### config.mk
export PLATFORM = sky130hd
export DESIGN_NAME = srgc_gate_ctrl
export DESIGN_NICKNAME = d
export VERILOG_FILES = /design/src/pkg/srgc_pkg.sv /design/src/pkg/srgc_sync_if.sv /design/src/design/srgc_sync.sv /design/src/design/srgc_timer.sv /design/src/design/srgc_gate_ctrl.sv
export VERILOG_INCLUDE_DIRS = /design/src /design/src/pkg
export SDC_FILE = /design/constraint.sdc
export NUM_CORES = 1
export LEC_CHECK = 0
export ABC_AREA = 1
export BUFFER_PORTS_ARGS = -buffer_cell sky130_fd_sc_hd__buf_2
export CAP_MARGIN = 25
export CORE_AREA = 2 2 174 176
export DETAILED_ROUTE_END_ITERATION = 8
export DIE_AREA = 0 0 176 178
export HOLD_SLACK_MARGIN = 0.12
export PLACE_DENSITY_LB_ADDON = 0.05
export SYNTH_ARGS = -nofsm -noshare
export SYNTH_HDL_FRONTEND = slang
export SYNTH_SLANG_ARGS = --single-unit
### constraint.sdc
create_clock -name i_clock -period 1.5 [get_ports i_clock]
set_clock_uncertainty 0.1 [all_clocks]
set_input_delay 0.075 -clock i_clock [delete_from_list [all_inputs] [get_ports i_clock]]
set_output_delay 0.075 -clock i_clock [all_outputs]
set_load 0.005 [all_outputs]
### src/pkg/srgc_map.svh
// Purpose: offsets-free timing counts and widths for the rectifier gate control
// Assumes: 100 MHz device clock, 10 ns period
// Notes: times in ns with derived cycle counts; least times round up
`ifndef SRGC_MAP_SVH
`define SRGC_MAP_SVH

`define SRGC_CLK_PERIOD_NS 10
// default internal minimum conduction time, ns
`define SRGC_MIN_CONDUCT_NS 1000
`define SRGC_MIN_CONDUCT_CYC ((`SRGC_MIN_CONDUCT_NS + `SRGC_CLK_PERIOD_NS - 1) / `SRGC_CLK_PERIOD_NS)
// default internal minimum off time, ns
`define SRGC_MIN_OFF_NS 1000
`define SRGC_MIN_OFF_CYC ((`SRGC_MIN_OFF_NS + `SRGC_CLK_PERIOD_NS - 1) / `SRGC_CLK_PERIOD_NS)
// trigger blanking after turn-on, ns
`define SRGC_TRIG_BLANK_NS 100
`define SRGC_TRIG_BLANK_CYC ((`SRGC_TRIG_BLANK_NS + `SRGC_CLK_PERIOD_NS - 1) / `SRGC_CLK_PERIOD_NS)
// trigger high time before disable, ns
`define SRGC_DIS_ENTRY_NS 100000
`define SRGC_DIS_ENTRY_CYC ((`SRGC_DIS_ENTRY_NS + `SRGC_CLK_PERIOD_NS - 1) / `SRGC_CLK_PERIOD_NS)
// trigger low time to leave disable, ns
`define SRGC_DIS_EXIT_NS 1000
`define SRGC_DIS_EXIT_CYC ((`SRGC_DIS_EXIT_NS + `SRGC_CLK_PERIOD_NS - 1) / `SRGC_CLK_PERIOD_NS)
// recovery after disable, ns
`define SRGC_RECOVER_NS 3000
`define SRGC_RECOVER_CYC ((`SRGC_RECOVER_NS + `SRGC_CLK_PERIOD_NS - 1) / `SRGC_CLK_PERIOD_NS)
// timer width
`define SRGC_CNT_W 20
`define SRGC_CHAN_W 4

`endif

### src/pkg/srgc_pkg.sv
// Purpose: shared types for the rectifier gate control
// Assumes: nothing beyond the map header
// Notes: mode encodings left to the tool
package srgc_pkg;
  typedef enum {SRGC_NORMAL, SRGC_DISABLED, SRGC_RECOVER} srgc_mode_type;
  typedef enum {SRGC_ARMWAIT, SRGC_IDLE, SRGC_ON} srgc_drive_type;
endpackage : srgc_pkg

### src/pkg/srgc_sync_if.sv
// Purpose: carries synchronised comparator and trigger levels inside the block
// Assumes: one clock domain
// Notes: the producer drives, the consumer reads
`timescale 1ns/1ps
`default_nettype none
interface srgc_sync_if;
  logic cs_below_on;
  logic cs_above_off;
  logic cs_above_reset;
  logic trigger_high;
  modport producer (output cs_below_on, output cs_above_off, output cs_above_reset,
    output trigger_high);
  modport consumer (input cs_below_on, input cs_above_off, input cs_above_reset,
    input trigger_high);
endinterface : srgc_sync_if
`default_nettype wire

### src/design/srgc_sync.sv
// Purpose: two-flop synchronisers for the comparator and trigger pins
// Assumes: inputs are asynchronous to i_clock
// Notes: first stage is read only by the second stage
`timescale 1ns/1ps
`default_nettype none
`include "srgc_map.svh"
module srgc_sync #(
  parameter int N = `SRGC_CHAN_W
) (
  input wire logic i_clock,
  input wire logic i_resetn,
  input wire logic [N-1:0] i_async,
  srgc_sync_if.producer o_sync
);
  logic [N-1:0] meta_q;
  logic [N-1:0] sync_q;

  initial begin
    if (N != 4) $error("srgc_sync serves exactly four channels");
  end

  // one synchroniser per channel
  genvar g;
  generate
    for (g = 0; g < N; g++) begin : g_ch
      always_ff @(posedge i_clock or negedge i_resetn) begin
        if (!i_resetn) begin
          meta_q[g] <= 1'b0;
          sync_q[g] <= 1'b0;
        end else begin
          meta_q[g] <= i_async[g];
          sync_q[g] <= meta_q[g];
        end
      end
    end
  endgenerate

  assign o_sync.cs_below_on = sync_q[0];
  assign o_sync.cs_above_off = sync_q[1];
  assign o_sync.cs_above_reset = sync_q[2];
  assign o_sync.trigger_high = sync_q[3];
endmodule : srgc_sync
`default_nettype wire

### src/design/srgc_timer.sv
// Purpose: loadable down-counting interval timer
// Assumes: load wins over run
// Notes: done is a level while the count stands at one and not busy
`timescale 1ns/1ps
`default_nettype none
module srgc_timer #(
  parameter int W = 20
) (
  input wire logic i_clock,
  input wire logic i_resetn,
  input wire logic i_start,
  input wire logic i_clear,
  input wire logic [W-1:0] i_cycles,
  output logic o_busy,
  output logic o_done
);
  logic [W-1:0] cnt_q;
  logic busy_q;
  logic done_q;

  initial begin
    if (W < 2) $error("srgc_timer width too small");
  end

  // count down to one, then flag done until cleared or restarted
  always_ff @(posedge i_clock or negedge i_resetn) begin
    if (!i_resetn) begin
      cnt_q <= '0;
      busy_q <= 1'b0;
      done_q <= 1'b0;
    end else if (i_clear) begin
      cnt_q <= '0;
      busy_q <= 1'b0;
      done_q <= 1'b0;
    end else if (i_start) begin
      cnt_q <= i_cycles;
      busy_q <= (i_cycles > W'(1));
      done_q <= (i_cycles <= W'(1));
    end else if (busy_q) begin
      cnt_q <= cnt_q - W'(1);
      busy_q <= (cnt_q > W'(2));
      done_q <= (cnt_q <= W'(2));
    end
  end

  assign o_busy = busy_q;
  assign o_done = done_q;
endmodule : srgc_timer
`default_nettype wire

### src/design/srgc_gate_ctrl.sv
// Purpose: gate drive control of a secondary synchronous rectifier switch
// Assumes: comparator outputs and trigger arrive as digital levels, asynchronous
// Notes: intervals are cycle counts; external settings select over internal ones
`timescale 1ns/1ps
`default_nettype none
`include "srgc_map.svh"
module srgc_gate_ctrl
  import srgc_pkg::*;
#(
  parameter int CNT_W = `SRGC_CNT_W,
  parameter int DIS_ENTRY_CYC = `SRGC_DIS_ENTRY_CYC,
  parameter int MIN_CONDUCT_CYC = `SRGC_MIN_CONDUCT_CYC,
  parameter int MIN_OFF_CYC = `SRGC_MIN_OFF_CYC
) (
  input wire logic i_clock,
  input wire logic i_resetn,
  input wire logic i_turn_on_threshold,
  input wire logic i_turn_off_threshold,
  input wire logic i_offtime_reset_threshold,
  input wire logic i_trigger_disable_in,
  input wire logic i_min_conduction_ext,
  input wire logic [CNT_W-1:0] i_min_conduction_setting,
  input wire logic i_min_offtime_ext,
  input wire logic [CNT_W-1:0] i_min_offtime_setting,
  output logic o_gate_drive_out,
  output logic o_disable_mode,
  output logic o_low_power
);
  import srgc_pkg::*;

  // fixed intervals; only the minimum conduction and off times have pin settings, the rest
  // are built in and must fit the counter width; of these only DIS_ENTRY is checked below
  localparam logic [CNT_W-1:0] TRIG_BLANK = CNT_W'(`SRGC_TRIG_BLANK_CYC);
  localparam logic [CNT_W-1:0] DIS_EXIT = CNT_W'(`SRGC_DIS_EXIT_CYC);
  localparam logic [CNT_W-1:0] RECOVER = CNT_W'(`SRGC_RECOVER_CYC);
  localparam logic [CNT_W-1:0] DIS_ENTRY = CNT_W'(DIS_ENTRY_CYC);

  initial begin
    if (CNT_W < 8 || CNT_W > 31) $error("srgc_gate_ctrl counter width out of range");
    if (DIS_ENTRY_CYC >= (1 << CNT_W) || MIN_CONDUCT_CYC >= (1 << CNT_W) ||
        MIN_OFF_CYC >= (1 << CNT_W)) $error("srgc_gate_ctrl count exceeds counter");
    if (MIN_CONDUCT_CYC < 1 || MIN_OFF_CYC < 1) $error("srgc_gate_ctrl zero interval");
  end

  // pin order fixes the channel map of the synchroniser below
  logic [3:0] pins;
  assign pins = {i_trigger_disable_in, i_offtime_reset_threshold, i_turn_off_threshold,
    i_turn_on_threshold};

  // synchronised inputs; the comparator and trigger pins are asynchronous to the device clock
  srgc_sync_if sif ();
  srgc_sync #(
    .N(4)
  ) u_sync (
    .i_clock(i_clock),
    .i_resetn(i_resetn),
    .i_async(pins),
    .o_sync(sif.producer)
  );

  logic below_on;
  logic above_off;
  logic above_rst;
  logic trig;
  assign below_on = sif.cs_below_on;
  assign above_off = sif.cs_above_off;
  assign above_rst = sif.cs_above_reset;
  assign trig = sif.trigger_high;

  srgc_drive_type drv_q;
  srgc_mode_type mode_q;
  logic below_on_q;
  logic above_rst_q;
  logic gate_q;
  logic [CNT_W-1:0] blank_q;
  logic [CNT_W-1:0] trig_hi_q;
  logic [CNT_W-1:0] trig_lo_q;
  logic [CNT_W-1:0] rec_q;

  // interval selection: pin setting or built-in value
  logic [CNT_W-1:0] con_cycles;
  logic [CNT_W-1:0] off_cycles;
  assign con_cycles = i_min_conduction_ext ? i_min_conduction_setting
                                           : CNT_W'(MIN_CONDUCT_CYC);
  assign off_cycles = i_min_offtime_ext ? i_min_offtime_setting
                                        : CNT_W'(MIN_OFF_CYC);

  // turn-on crossing history; resets high, but the synchroniser resets low, so a level present at start-up still shows as a crossing
  always_ff @(posedge i_clock or negedge i_resetn) begin
    if (!i_resetn) begin
      below_on_q <= 1'b1;
    end else begin
      below_on_q <= below_on;
    end
  end

  // reset-comparator history; a pin already high after reset counts as a rise,
  // so the first off time starts without waiting for a stroke
  always_ff @(posedge i_clock or negedge i_resetn) begin
    if (!i_resetn) begin
      above_rst_q <= 1'b0;
    end else begin
      above_rst_q <= above_rst;
    end
  end

  logic fall_cross;
  logic rise_rst;
  assign fall_cross = below_on && !below_on_q;
  assign rise_rst = above_rst && !above_rst_q;

  // for turn-off, trigger is seen only outside the blanking window
  logic blanking;
  logic trig_eff;
  assign blanking = (drv_q == SRGC_ON) && (blank_q != '0);
  assign trig_eff = trig && !blanking;

  // minimum conduction timer
  logic con_start;
  logic con_busy;
  logic turn_on;
  logic turn_off;
  logic normal;
  assign normal = (mode_q == SRGC_NORMAL);
  // a crossing, not a level, starts a pulse; the raw trigger blocks it because
  // blanking only exists once a pulse is running
  assign turn_on = (drv_q == SRGC_IDLE) && normal && fall_cross && !trig;
  assign con_start = turn_on;
  srgc_timer #(
    .W(CNT_W)
  ) u_con (
    .i_clock(i_clock),
    .i_resetn(i_resetn),
    .i_start(con_start),
    .i_clear(1'b0),
    .i_cycles(con_cycles),
    .o_busy(con_busy),
    .o_done()
  );
  // trigger wins over min conduction; sense waits for it
  assign turn_off = (drv_q == SRGC_ON) &&
                    (trig_eff || !normal || (above_off && !con_busy));

  // off-time timer: start on rise, clear on ringing back below
  logic off_start;
  logic off_clear;
  logic off_done;
  assign off_start = rise_rst && (drv_q == SRGC_ARMWAIT) && (mode_q != SRGC_DISABLED);
  // a done level left from before disable must not arm the drive after recovery
  assign off_clear = !above_rst ||
                     turn_on ||
                     (drv_q == SRGC_ON) ||
                     (mode_q == SRGC_DISABLED);
  srgc_timer #(
    .W(CNT_W)
  ) u_off (
    .i_clock(i_clock),
    .i_resetn(i_resetn),
    .i_start(off_start),
    .i_clear(off_clear),
    .i_cycles(off_cycles),
    .o_busy(),
    .o_done(off_done)
  );

  // drive state: arm only after complete off time
  always_ff @(posedge i_clock or negedge i_resetn) begin
    if (!i_resetn) begin
      drv_q <= SRGC_ARMWAIT;
    end else begin
      unique case (drv_q)
        SRGC_ARMWAIT: begin
          if (off_done && normal) begin
            drv_q <= SRGC_IDLE;
          end
        end
        SRGC_IDLE: begin
          if (!normal) begin
            drv_q <= SRGC_ARMWAIT;
          end else if (turn_on) begin
            drv_q <= SRGC_ON;
          end
        end
        SRGC_ON: begin
          if (turn_off) begin
            drv_q <= SRGC_ARMWAIT;
          end
        end
      endcase
    end
  end

  // gate output register, cleared in the same edge as the off decision
  always_ff @(posedge i_clock or negedge i_resetn) begin
    if (!i_resetn) begin
      gate_q <= 1'b0;
    end else if (turn_on) begin
      gate_q <= 1'b1;
    end else if (turn_off || drv_q != SRGC_ON) begin
      gate_q <= 1'b0;
    end
  end

  // trigger blanking counter loaded at turn-on
  // turn-on reloads even if a count remains from a pulse cut short
  always_ff @(posedge i_clock or negedge i_resetn) begin
    if (!i_resetn) begin
      blank_q <= '0;
    end else if (turn_on) begin
      blank_q <= TRIG_BLANK;
    end else if (blank_q != '0) begin
      blank_q <= blank_q - CNT_W'(1);
    end
  end

  // time the trigger has been high, saturating at the disable entry count
  always_ff @(posedge i_clock or negedge i_resetn) begin
    if (!i_resetn) begin
      trig_hi_q <= '0;
    end else if (!trig) begin
      trig_hi_q <= '0;
    end else if (trig_hi_q != DIS_ENTRY) begin
      trig_hi_q <= trig_hi_q + CNT_W'(1);
    end
  end

  // time the trigger has been low, saturating at the exit count; a glitch restarts it
  always_ff @(posedge i_clock or negedge i_resetn) begin
    if (!i_resetn) begin
      trig_lo_q <= '0;
    end else if (trig) begin
      trig_lo_q <= '0;
    end else if (trig_lo_q != DIS_EXIT) begin
      trig_lo_q <= trig_lo_q + CNT_W'(1);
    end
  end

  // disable mode and recovery; once recovery runs, trigger may rise again
  always_ff @(posedge i_clock or negedge i_resetn) begin
    if (!i_resetn) begin
      mode_q <= SRGC_NORMAL;
      rec_q <= '0;
    end else begin
      unique case (mode_q)
        SRGC_NORMAL: begin
          if (trig_hi_q == DIS_ENTRY) begin
            mode_q <= SRGC_DISABLED;
          end
        end
        SRGC_DISABLED: begin
          if (trig_lo_q == DIS_EXIT) begin
            mode_q <= SRGC_RECOVER;
            rec_q <= RECOVER;
          end
        end
        SRGC_RECOVER: begin
          if (rec_q <= CNT_W'(1)) begin
            mode_q <= SRGC_NORMAL;
            rec_q <= '0;
          end else begin
            rec_q <= rec_q - CNT_W'(1);
          end
        end
      endcase
    end
  end

  // status outputs registered so the pins come straight from flops
  logic dis_q;
  logic lp_q;
  always_ff @(posedge i_clock or negedge i_resetn) begin
    if (!i_resetn) begin
      dis_q <= 1'b0;
    end else begin
      dis_q <= (mode_q == SRGC_DISABLED);
    end
  end

  // low-power request; kept apart so a later variant may drop it earlier than disable
  always_ff @(posedge i_clock or negedge i_resetn) begin
    if (!i_resetn) begin
      lp_q <= 1'b0;
    end else begin
      lp_q <= (mode_q == SRGC_DISABLED); // reduced consumption while disabled
    end
  end

  assign o_gate_drive_out = gate_q;
  assign o_disable_mode = dis_q;
  assign o_low_power = lp_q;
endmodule : srgc_gate_ctrl
`default_nettype wire

== After elaboration in Yosys (flattened, before gate mapping) ==
Index checks and enable logic that the tools add are counted.

* Bits of input ports: 48
* Memories kept: 0
* Bits in latches: 0
* ROM bits: 0
* Register bits: 199
* Word-level logic and storage cells: 130
* RAM bits: 0

* Reductions and logical operators: 39
* Multiply operators: 0
* Multiplexer cells: 35
* Add/sub/neg operators: 6
* Divide/modulo/power cells: 0
* Bitwise operators: 0
* Equal/unequal tests: 20
* Order comparisons: 7
* Shift-type cells: 0

{| class="wikitable"
|+ Operators with widths
! operator !! number
|-
| 20-bit 2-to-1 mux || 15
|-
| 32-bit 2-to-1 mux || 7
|-
| 32-bit one-hot mux with 3 select lines || 2
|-
| 32-bit by 2-bit == test with 1-bit output (second input constant) || 4
|-
| 32-bit zero test || 4
|-
| 20-bit by 1-bit subtractor with 20-bit output (second input constant) || 4
|-
| 32-bit by 1-bit == test with 1-bit output (second input constant) || 2
|-
| 20-bit by 1-bit adder with 20-bit output (second input constant) || 2
|-
| 20-bit by 1-bit greater-than comparator with 1-bit output (second input constant) || 2
|-
| 20-bit by 2-bit greater-than comparator with 1-bit output (second input constant) || 2
|-
| 20-bit by 1-bit <= comparator with 1-bit output (second input constant) || 2
|-
| 20-bit one-hot mux with 2 select lines || 1
|-
| 32-bit by 3-bit == test with 1-bit output (second input constant) || 1
|-
| 32-bit by 2-bit != test with 1-bit output (second input constant) || 1
|-
| 32-bit by 3-bit != test with 1-bit output (second input constant) || 1
|-
| 20-bit by 14-bit == test with 1-bit output (second input constant) || 1
|-
| 20-bit by 7-bit == test with 1-bit output (second input constant) || 1
|-
| 20-bit by 2-bit <= comparator with 1-bit output (second input constant) || 1
|-
| 20-bit by 14-bit != test with 1-bit output (second input constant) || 1
|-
| 20-bit by 7-bit != test with 1-bit output (second input constant) || 1
|-
| 20-bit nonzero test || 1
|-
| 1-bit logical AND || 12
|-
| 2-bit != test (second input constant) || 6
|-
| 1-bit 2-to-1 mux || 10
|-
| other kinds (7) || 23
|}

== Depth between registers and ports, before layout ==
Gate-level depths: netlist of run 1.

* Depth in word-level cells: 10
* Depth in mapped cells: 14

== Cells and area by module ==
A second synthesis of run 1 with hierarchy kept.

* Cells, all modules: 1320
* Area total of the unflattened synthesis: 9191.3 um^2

{| class="wikitable"
|+ By module, submodules not included
! module !! seq. area each (um^2) !! times used !! cells an instance !! area each (um^2)
|-
| srgc_gate_ctrl || 2203.4 || 1 || 796 || 5592.9
|-
| srgc_timer || 550.5 || 2 || 258 || 1699.1
|-
| srgc_sync || 200.2 || 1 || 8 || 200.2
|}

== Worst setup path before layout of run 1 ==
Ideal clock, no wire load.

* Path type: register to register
* From: register mode_q[1]
* To: register u_off.cnt_q[11]
* Period minus slack after synthesis: 1.687 ns
* Data required time: 1.280 ns
* Cell stages (with the launch flop): 15
* Path slack: -0.187 ns
* Buffers on the path: 1
* Arrival time: 1.467 ns
* Cells stage by stage: dfrtp_1 > inv_1 > ha_1 > inv_2 > nand2_1 > inv_2 > nand2_4 > inv_2 > nor2_4 > nor2_4 > inv_2 > buf_6 > a21oi_1 > o21ai_1 > nand2_1

* Word-level cells in the longest chain between the ends: 8

{| class="wikitable"
|+ Ends and longest elaborated chain
! item !! line !! source
|-
| from (decl) || srgc_gate_ctrl.sv:71 || <nowiki>srgc_mode_type mode_q;</nowiki>
|-
| from (signal assigned) || srgc_gate_ctrl.sv:241 || <nowiki>mode_q <= SRGC_NORMAL;</nowiki>
|-
| from (signal assigned) || srgc_gate_ctrl.sv:247 || <nowiki>mode_q <= SRGC_DISABLED;</nowiki>
|-
| from (signal assigned) || srgc_gate_ctrl.sv:252 || <nowiki>mode_q <= SRGC_RECOVER;</nowiki>
|-
| 32-bit zero test || srgc_gate_ctrl.sv:124 || <nowiki>assign normal = (mode_q == SRGC_NORMAL);</nowiki>
|-
| 1-bit logical AND (3 in a row) || srgc_gate_ctrl.sv:127 || <nowiki>assign turn_on = (drv_q == SRGC_IDLE) && normal && fall_cross && !trig;</nowiki>
|-
| 1-bit logical OR || srgc_gate_ctrl.sv:150 || <nowiki>assign off_clear = !above_rst ||</nowiki>
|-
| 1-bit logical OR || srgc_gate_ctrl.sv:151 || <nowiki>turn_on ||</nowiki>
|-
| 1-bit logical OR || srgc_gate_ctrl.sv:152 || <nowiki>(drv_q == SRGC_ON) ||</nowiki>
|-
| 3-bit nonzero test (no source line) or 20-bit 2-to-1 mux (tied branches) || n/a ||
|-
| to (signal assigned) || srgc_timer.sv:36 || <nowiki>cnt_q <= i_cycles;</nowiki>
|-
| to (signal assigned) || srgc_timer.sv:40 || <nowiki>cnt_q <= cnt_q - W'(1);</nowiki>
|-
| to (decl) || srgc_timer.sv:17 || <nowiki>logic [W-1:0] cnt_q;</nowiki>
|}

Parallel ways exist; a longest one is shown, timed or not.
A chain may end at the register's enable or synchronous reset.

== Worst setup path after layout of run 1 ==
* From: register mode_q[0]
* To: register u_off.cnt_q[13]

Same word-level chain as after synthesis.

==> results.toml, run 1 <==
[synth]
synth_seq_cells = 139
yosys.area.top_type = "dfrtp_1"
ys_types = 47
syn_inst = 1218
postSynth.asyncResetShare_pct = 100.0
syn_nets = 1284
synth.avg_cell_area_um2 = 7.129
ys_warn_count = 0
synth_top_cell_area_share_pct = 39.77
yosysSeqAreaShare_pct = 40.07
syn_area_mm2 = 0.008683
yosys-top-cells-area = "dfrtp_1 40%, nand2_1 13%, nor2_1 8.8%"
synth_edf_count = 0
synth_ff_type = "dfrtp_1"

[layout]
drive_gt1_share_pct = 45.18
areaGrowthSynthToFinish_pct = 73.16
antenna_cells = 0
mostFrequentLayoutCell = "buf_4"
final_cell_mix = "246 x buf_4, 238 x nand2_1, 133 x nor2_1, 133 x dfrtp_1, 102 x inv_1"
fin_nets = 1705

[routing]
first_iter_violations = 539
drt_first_pass_iters = 5
vias = 9357
vias_per_cell = 4.585
drc_errors = 0
drtAntennaViolNets = 0
wire_per_inst_um = 14.24
drt-total-wl_um = 29070

[floorplanning]
core_area_mm2 = 0.02940
die_x_um = 176
pin_count = 51
fp.dieArea_mm2 = 0.03133
rows = 63
initial_core_util_pct = 29.53
die_y_um = 178

[clock_tree]
htree_levels = 4
cts_tree = "done"
ctsLongestPathBuffers = 2
clk_latency_ns = 0.44
clk_pin_slew_ns = 0.06
cts-root-buf = "clkbuf_16"
numCtsBuffers = 17
cts_sinks = 139

[placement]
portBuffers = 50
detailed_place_hpwl_um = 19800
gp_congestion = 0.8147

[timing]
worst_pin_slew_ns = 0.3916
rsz0062_at_grt = "true"
final.min_clock_period_ns = 1.746
slew_headroom_pct = 73.65
period_share_pct = 116.4
maxSlewViolCount = 0
finalSetupViolCount = 114
hold_viol = 0
whs_ns = 0.1616
fmax_mhz = 572.8
fin_ws_ns = -0.2459
finalSetupTns_ns = -14.43

[run]
cap_violations = 0

[setup_path]
critPathKind = "flop to flop"
critPathSlowestCell = "dfrtp_1"
worstPathMaxFanout = 8
cp-end-kind = "flop"
crit_arrival_ns = 1.96
cpPeakStageDelay_ns = 0.42
worstPathCellList = "inv_2 -> ha_4 -> nand2_2 -> inv_2 -> nand3_4 -> nand3_4 -> nor2_4 -> inv_2 -> buf_12 -> a21oi_2 -> o21ai_1 -> nand2_1"
reg2reg_depth = 12
cpMostUsedCell = "inv_2"
r2r-start = "mode_q[0]"
rr_endpoint = "u_off.cnt_q[13]"
worst_setup_path_start_kind = "flop"
cp.required_ns = 1.72
rrSetupSlack_ns = -0.25

[global_route]
grt_max_degree = 35
grt_pass1_wl_um = 47780
grt_pass1_vias = 9495
grt_antenna_before_repair = 0
overflow = 0
grt_usage_pct = 19.26

[power]
powerDensity_mw_per_mm2 = 1327
max-vdd-ir-drop_mv = 0.8343
p_leak_uw = 0.007313

[worst_hold_path]
min_to = "u_off.cnt_q[9]"
hp-class = "input pin to flop"
whs_path_depth = 5
min_from = "i_min_offtime_ext"

[run_status]
status = "finished with violations"
violations = "setup timing"
-- metal layers --
layer  global-route usage [%]  vias to the layer above  part of all wire, %
met5                        0                        -                    0
met1                    25.43                     4426                   48
met2                    32.94                      122                   48
met3                    2.984                       26                  2.2
met4                    5.062                        0                  1.6
li1                         -                     4783                    -
-- area by class of cell --
class	instances	area, um^2
Inverter	143	590.6
Fill cell	2826	14370
Multi-Input combinational cell	908	6078
Tap cell	390	488.0
Timing Repair inverter	1	16.27
Clock inverter	12	147.6
Clock buffer	19	452.9
Timing Repair Buffer	429	3776
Sequential cell	139	3486
-- flip-flops by register name, summed over array words and instances, names as in the netlist --
register / count
blank_q: 20
u_off.o_done: 1
drv_q: 2
u_con.cnt_q: 20
rec_q: 20
o_low_power: 1
u_sync.o_sync.cs_below_on: 1
trig_lo_q: 20
u_off.o_busy: 1
u_sync.o_sync.cs_above_off: 1
u_off.cnt_q: 20
trig_hi_q: 20
u_sync.o_sync.cs_above_reset: 1
u_con.o_busy: 1
mode_q: 2
o_gate_drive_out: 1
below_on_q: 1
u_sync.meta_q: 4
u_sync.o_sync.trigger_high: 1
above_rst_q: 1
-- cells in the mapped netlist, types with 16 or more instances --
cell type  count
nand3_1       91
o21ai_0       56
inv_1        134
ha_1          18
nand2_1      294
xor2_1        35
nor2_1       203
nor3_1        28
a21oi_1       47
o21ai_1       20
nand4_1       20
buf_2         16
dfrtp_1      138
-- report_power, final --
part	total, uW	internal (uW)	switching, uW
clock network	4430	2680	1750
registers	5180	4500	682
logic	10400	5000	5350
-- critical path, delay by kind of cell (launching register included) --
family                   cells  cell delay (ns)
adder cells (fa/ha/maj)      1             0.14
AO/OA/AOI/OAI                2             0.12
buffers and inverters        4             0.40
AND/OR/NAND/NOR              5             0.45
flip-flops                   1             0.42
-- how the worst max path moves through the flow --
stage,depth (start not counted),startpoint,slack [ns],endpoint
final,12,mode_q[0],-0.25,u_off.cnt_q[13]
after global routing,12,mode_q[0],-0.34,u_off.cnt_q[19]
after CTS,12,mode_q[0],-0.24,u_off.cnt_q[13]
after detailed placement,10,mode_q[0],-0.30,u_con.cnt_q[11]
after global placement,10,mode_q[0],-0.27,u_con.cnt_q[11]
after floorplan,14,mode_q[1],-0.11,u_off.cnt_q[14]
-- stage by stage --
step	setup slack (ns)	utilization, %	instance area (um^2)	instances	total power [uW]
6_report	-0.2459	51.14	15040	2041	19960
5_1_grt	-0.3415	51.14	15040	2041	21650
4_1_cts	-0.2438	48.02	14120	2012	19380
3_5_place_dp	-0.3049	38.85	11420	1878	13770
3_3_place_gp	-0.2743	38.85	11420	1878	13780
2_1_floorplan	-0.1110	-	8896	1218	10120
-- logic make-up (layout without fill, tap and decap cells) --
group | after synthesis | in the layout | share of synthesized area (%)
fa+ha+maj | 18 | 18 | 2.594
buf+inv | 172 | 604 | 8.112
simple gates | 688 | 689 | 34.76
flops | 139 | 139 | 40.07
compound gates | 158 | 158 | 10.13
xor+xnor | 43 | 43 | 4.337
-- repair_timing --
item / CTS / global route
cloned: 8 / 1
endpoints found under the setup margin: 121 / 124
gates resized for setup: 290 / 181
pin swaps: 96 / 88
buffers inserted: 39 / 32
hold buffers: 59 / 0
endpoints found under the hold margin: 186 / 0
No activity file was read; power rests on OpenSTA's default activity.
==> run 2, diff against run 1 <==
Settings changed: HOLD_SLACK_MARGIN 0.12 to 0.02.
Clock period 1.5 ns to 1.4 ns, I/O delays scaled along.
==> results.toml, run 2 (synthesis results as in run 1) <==
[routing]
vias_per_cell = 4.511
drc_errors = 0
wire_per_inst_um = 13.95
drt_first_pass_iters = 5
drtAntennaViolNets = 0
first_iter_violations = 422
vias = 9175
drt-total-wl_um = 28380

[floorplanning]
initial_core_util_pct = 29.53
rows = 63
die_x_um = 176
core_area_mm2 = 0.02940
die_y_um = 178
pin_count = 51
fp.dieArea_mm2 = 0.03133

[layout]
antenna_cells = 0
finalInstanceArea_mm2 = 0.01427
mostFrequentLayoutCell = "buf_4"
drive_gt1_share_pct = 39.84
final_cell_mix = "271 x buf_4, 264 x nand2_1, 161 x nor2_1, 130 x dfrtp_1, 107 x inv_1"
fin_nets = 1697
areaGrowthSynthToFinish_pct = 64.37

[timing]
final.min_clock_period_ns = 1.736
fin_ws_ns = -0.3362
period_share_pct = 124.0
hold_viol = 0
worst_pin_slew_ns = 0.3385
slew_headroom_pct = 77.22
finalSetupViolCount = 118
maxSlewViolCount = 0
finalSetupTns_ns = -26.26
fmax_mhz = 576.0
rsz0062_at_grt = "true"

[clock_tree]
ctsLongestPathBuffers = 2
cts_tree = "done"
clk_latency_ns = 0.44
htree_levels = 4
cts_sinks = 139
cts-root-buf = "clkbuf_16"
numCtsBuffers = 17
clk_pin_slew_ns = 0.07

[setup_path]
critPathKind = "flop to flop"
worst_setup_path_start_kind = "flop"
critPathSlowestCell = "dfrtp_1"
crit_arrival_ns = 2.01
worstPathMaxFanout = 5
rrSetupSlack_ns = -0.34
worstPathCellList = "inv_2 -> ha_4 -> nand3_2 -> nor2_2 -> nand4_1 -> nand2_4 -> buf_12 -> buf_16 -> nand4_1 -> nand2_1"
cp-end-kind = "flop"
cpPeakStageDelay_ns = 0.40
cp.required_ns = 1.67
cpMostUsedCell = "nand4_1"

[placement]
gp_congestion = 0.8211
portBuffers = 50
place_area_mm2 = 0.01162
detailed_place_hpwl_um = 19940

[global_route]
overflow = 0
grt_usage_pct = 18.38
grt_antenna_before_repair = 0
grt_pass1_vias = 9062
grt_max_degree = 35
grt_pass1_wl_um = 45700

[power]
powerDensity_mw_per_mm2 = 1407
max-vdd-ir-drop_mv = 0.7226
p_leak_uw = 0.007057

[run_status]
status = "finished with violations"
violations = "setup timing"

[run]
cap_violations = 0

[worst_hold_path]
hp-class = "input pin to flop"
-- run 2: critical path: cells and delay by family, from the launching register on --
| family | cells | cell delay (ns) |
|---|---|---|
| adder cells (fa/ha/maj) | 1 | 0.14 |
| buffers and inverters | 3 | 0.36 |
| flip-flops | 1 | 0.40 |
| AND/OR/NAND/NOR | 6 | 0.67 |
-- run 2: worst paths after layout --
kind	from	endpoint	depth (start not counted)
max	trig_lo_q[0]	rec_q[10]	10
max reg2reg	trig_lo_q[0]	rec_q[10]	10
min reg2reg	u_sync.meta_q[1]	u_sync.o_sync.cs_above_off	0
min in group asynchronous	i_resetn	u_con.cnt_q[17]	3
max in group asynchronous	i_resetn	trig_lo_q[5]	4
min	i_min_conduction_ext	u_con.cnt_q[2]	4
-- run 2: metrics by stage --
stage	total power, uW	std cells	utilization [%]	hold WS (ns)	setup slack, ns
global placement	14860	1902	39.53	-0.1457	-0.3592
floorplan	10850	1218	-	-0.3256	-0.2110
CTS	19920	2017	46.33	0.03278	-0.3345
detailed placement	14810	1902	39.53	-0.1482	-0.3420
finish	20080	2034	48.54	0.02778	-0.3362
global route	21820	2034	48.54	0.06941	-0.4562
-- run 2: timing repair --
action / in CTS / in global routing
pin swaps: 54 / 48
hold buffers: 50 / 0
resized for setup: 163 / 124
endpoints found under the setup margin: 125 / 128
setup buffers: 30 / 16
endpoints found under the hold margin: 182 / 0
gates cloned: 3 / 5
-- run 2: power by group --
| group | leakage, uW | internal, uW | switching (uW) |
|---|---|---|---|
| clock network | 0.000270 | 2640 | 1960 |
| registers | 0.00183 | 4820 | 648 |
| logic | 0.00496 | 4830 | 5190 |
| total | 0.00706 | 12300 | 7790 |
-- run 2: cell type report --
| type | count | area [um^2] |
|---|---|---|
| clock buffers | 19 | 432.9 |
| clock inverters | 13 | 143.9 |
| fillers | 2903 | 15130 |
| inverters | 143 | 575.6 |
| multi-input cells | 908 | 5569 |
| flip-flops and latches | 139 | 3490 |
| well taps | 390 | 488.0 |
| repair buffers | 422 | 3573 |
-- run 2: metal layers --
metal / GRT usage, % / share of wire, % / vias up / routed length [um]
li1: - / - / 4769 / -
met5: 0 / 0 / - / 0
met3: 2.771 / 2.1 / 24 / 602
met1: 24.83 / 49 / 4271 / 13980
met4: 3.891 / 1.0 / 0 / 295
met2: 31.25 / 48 / 111 / 13500
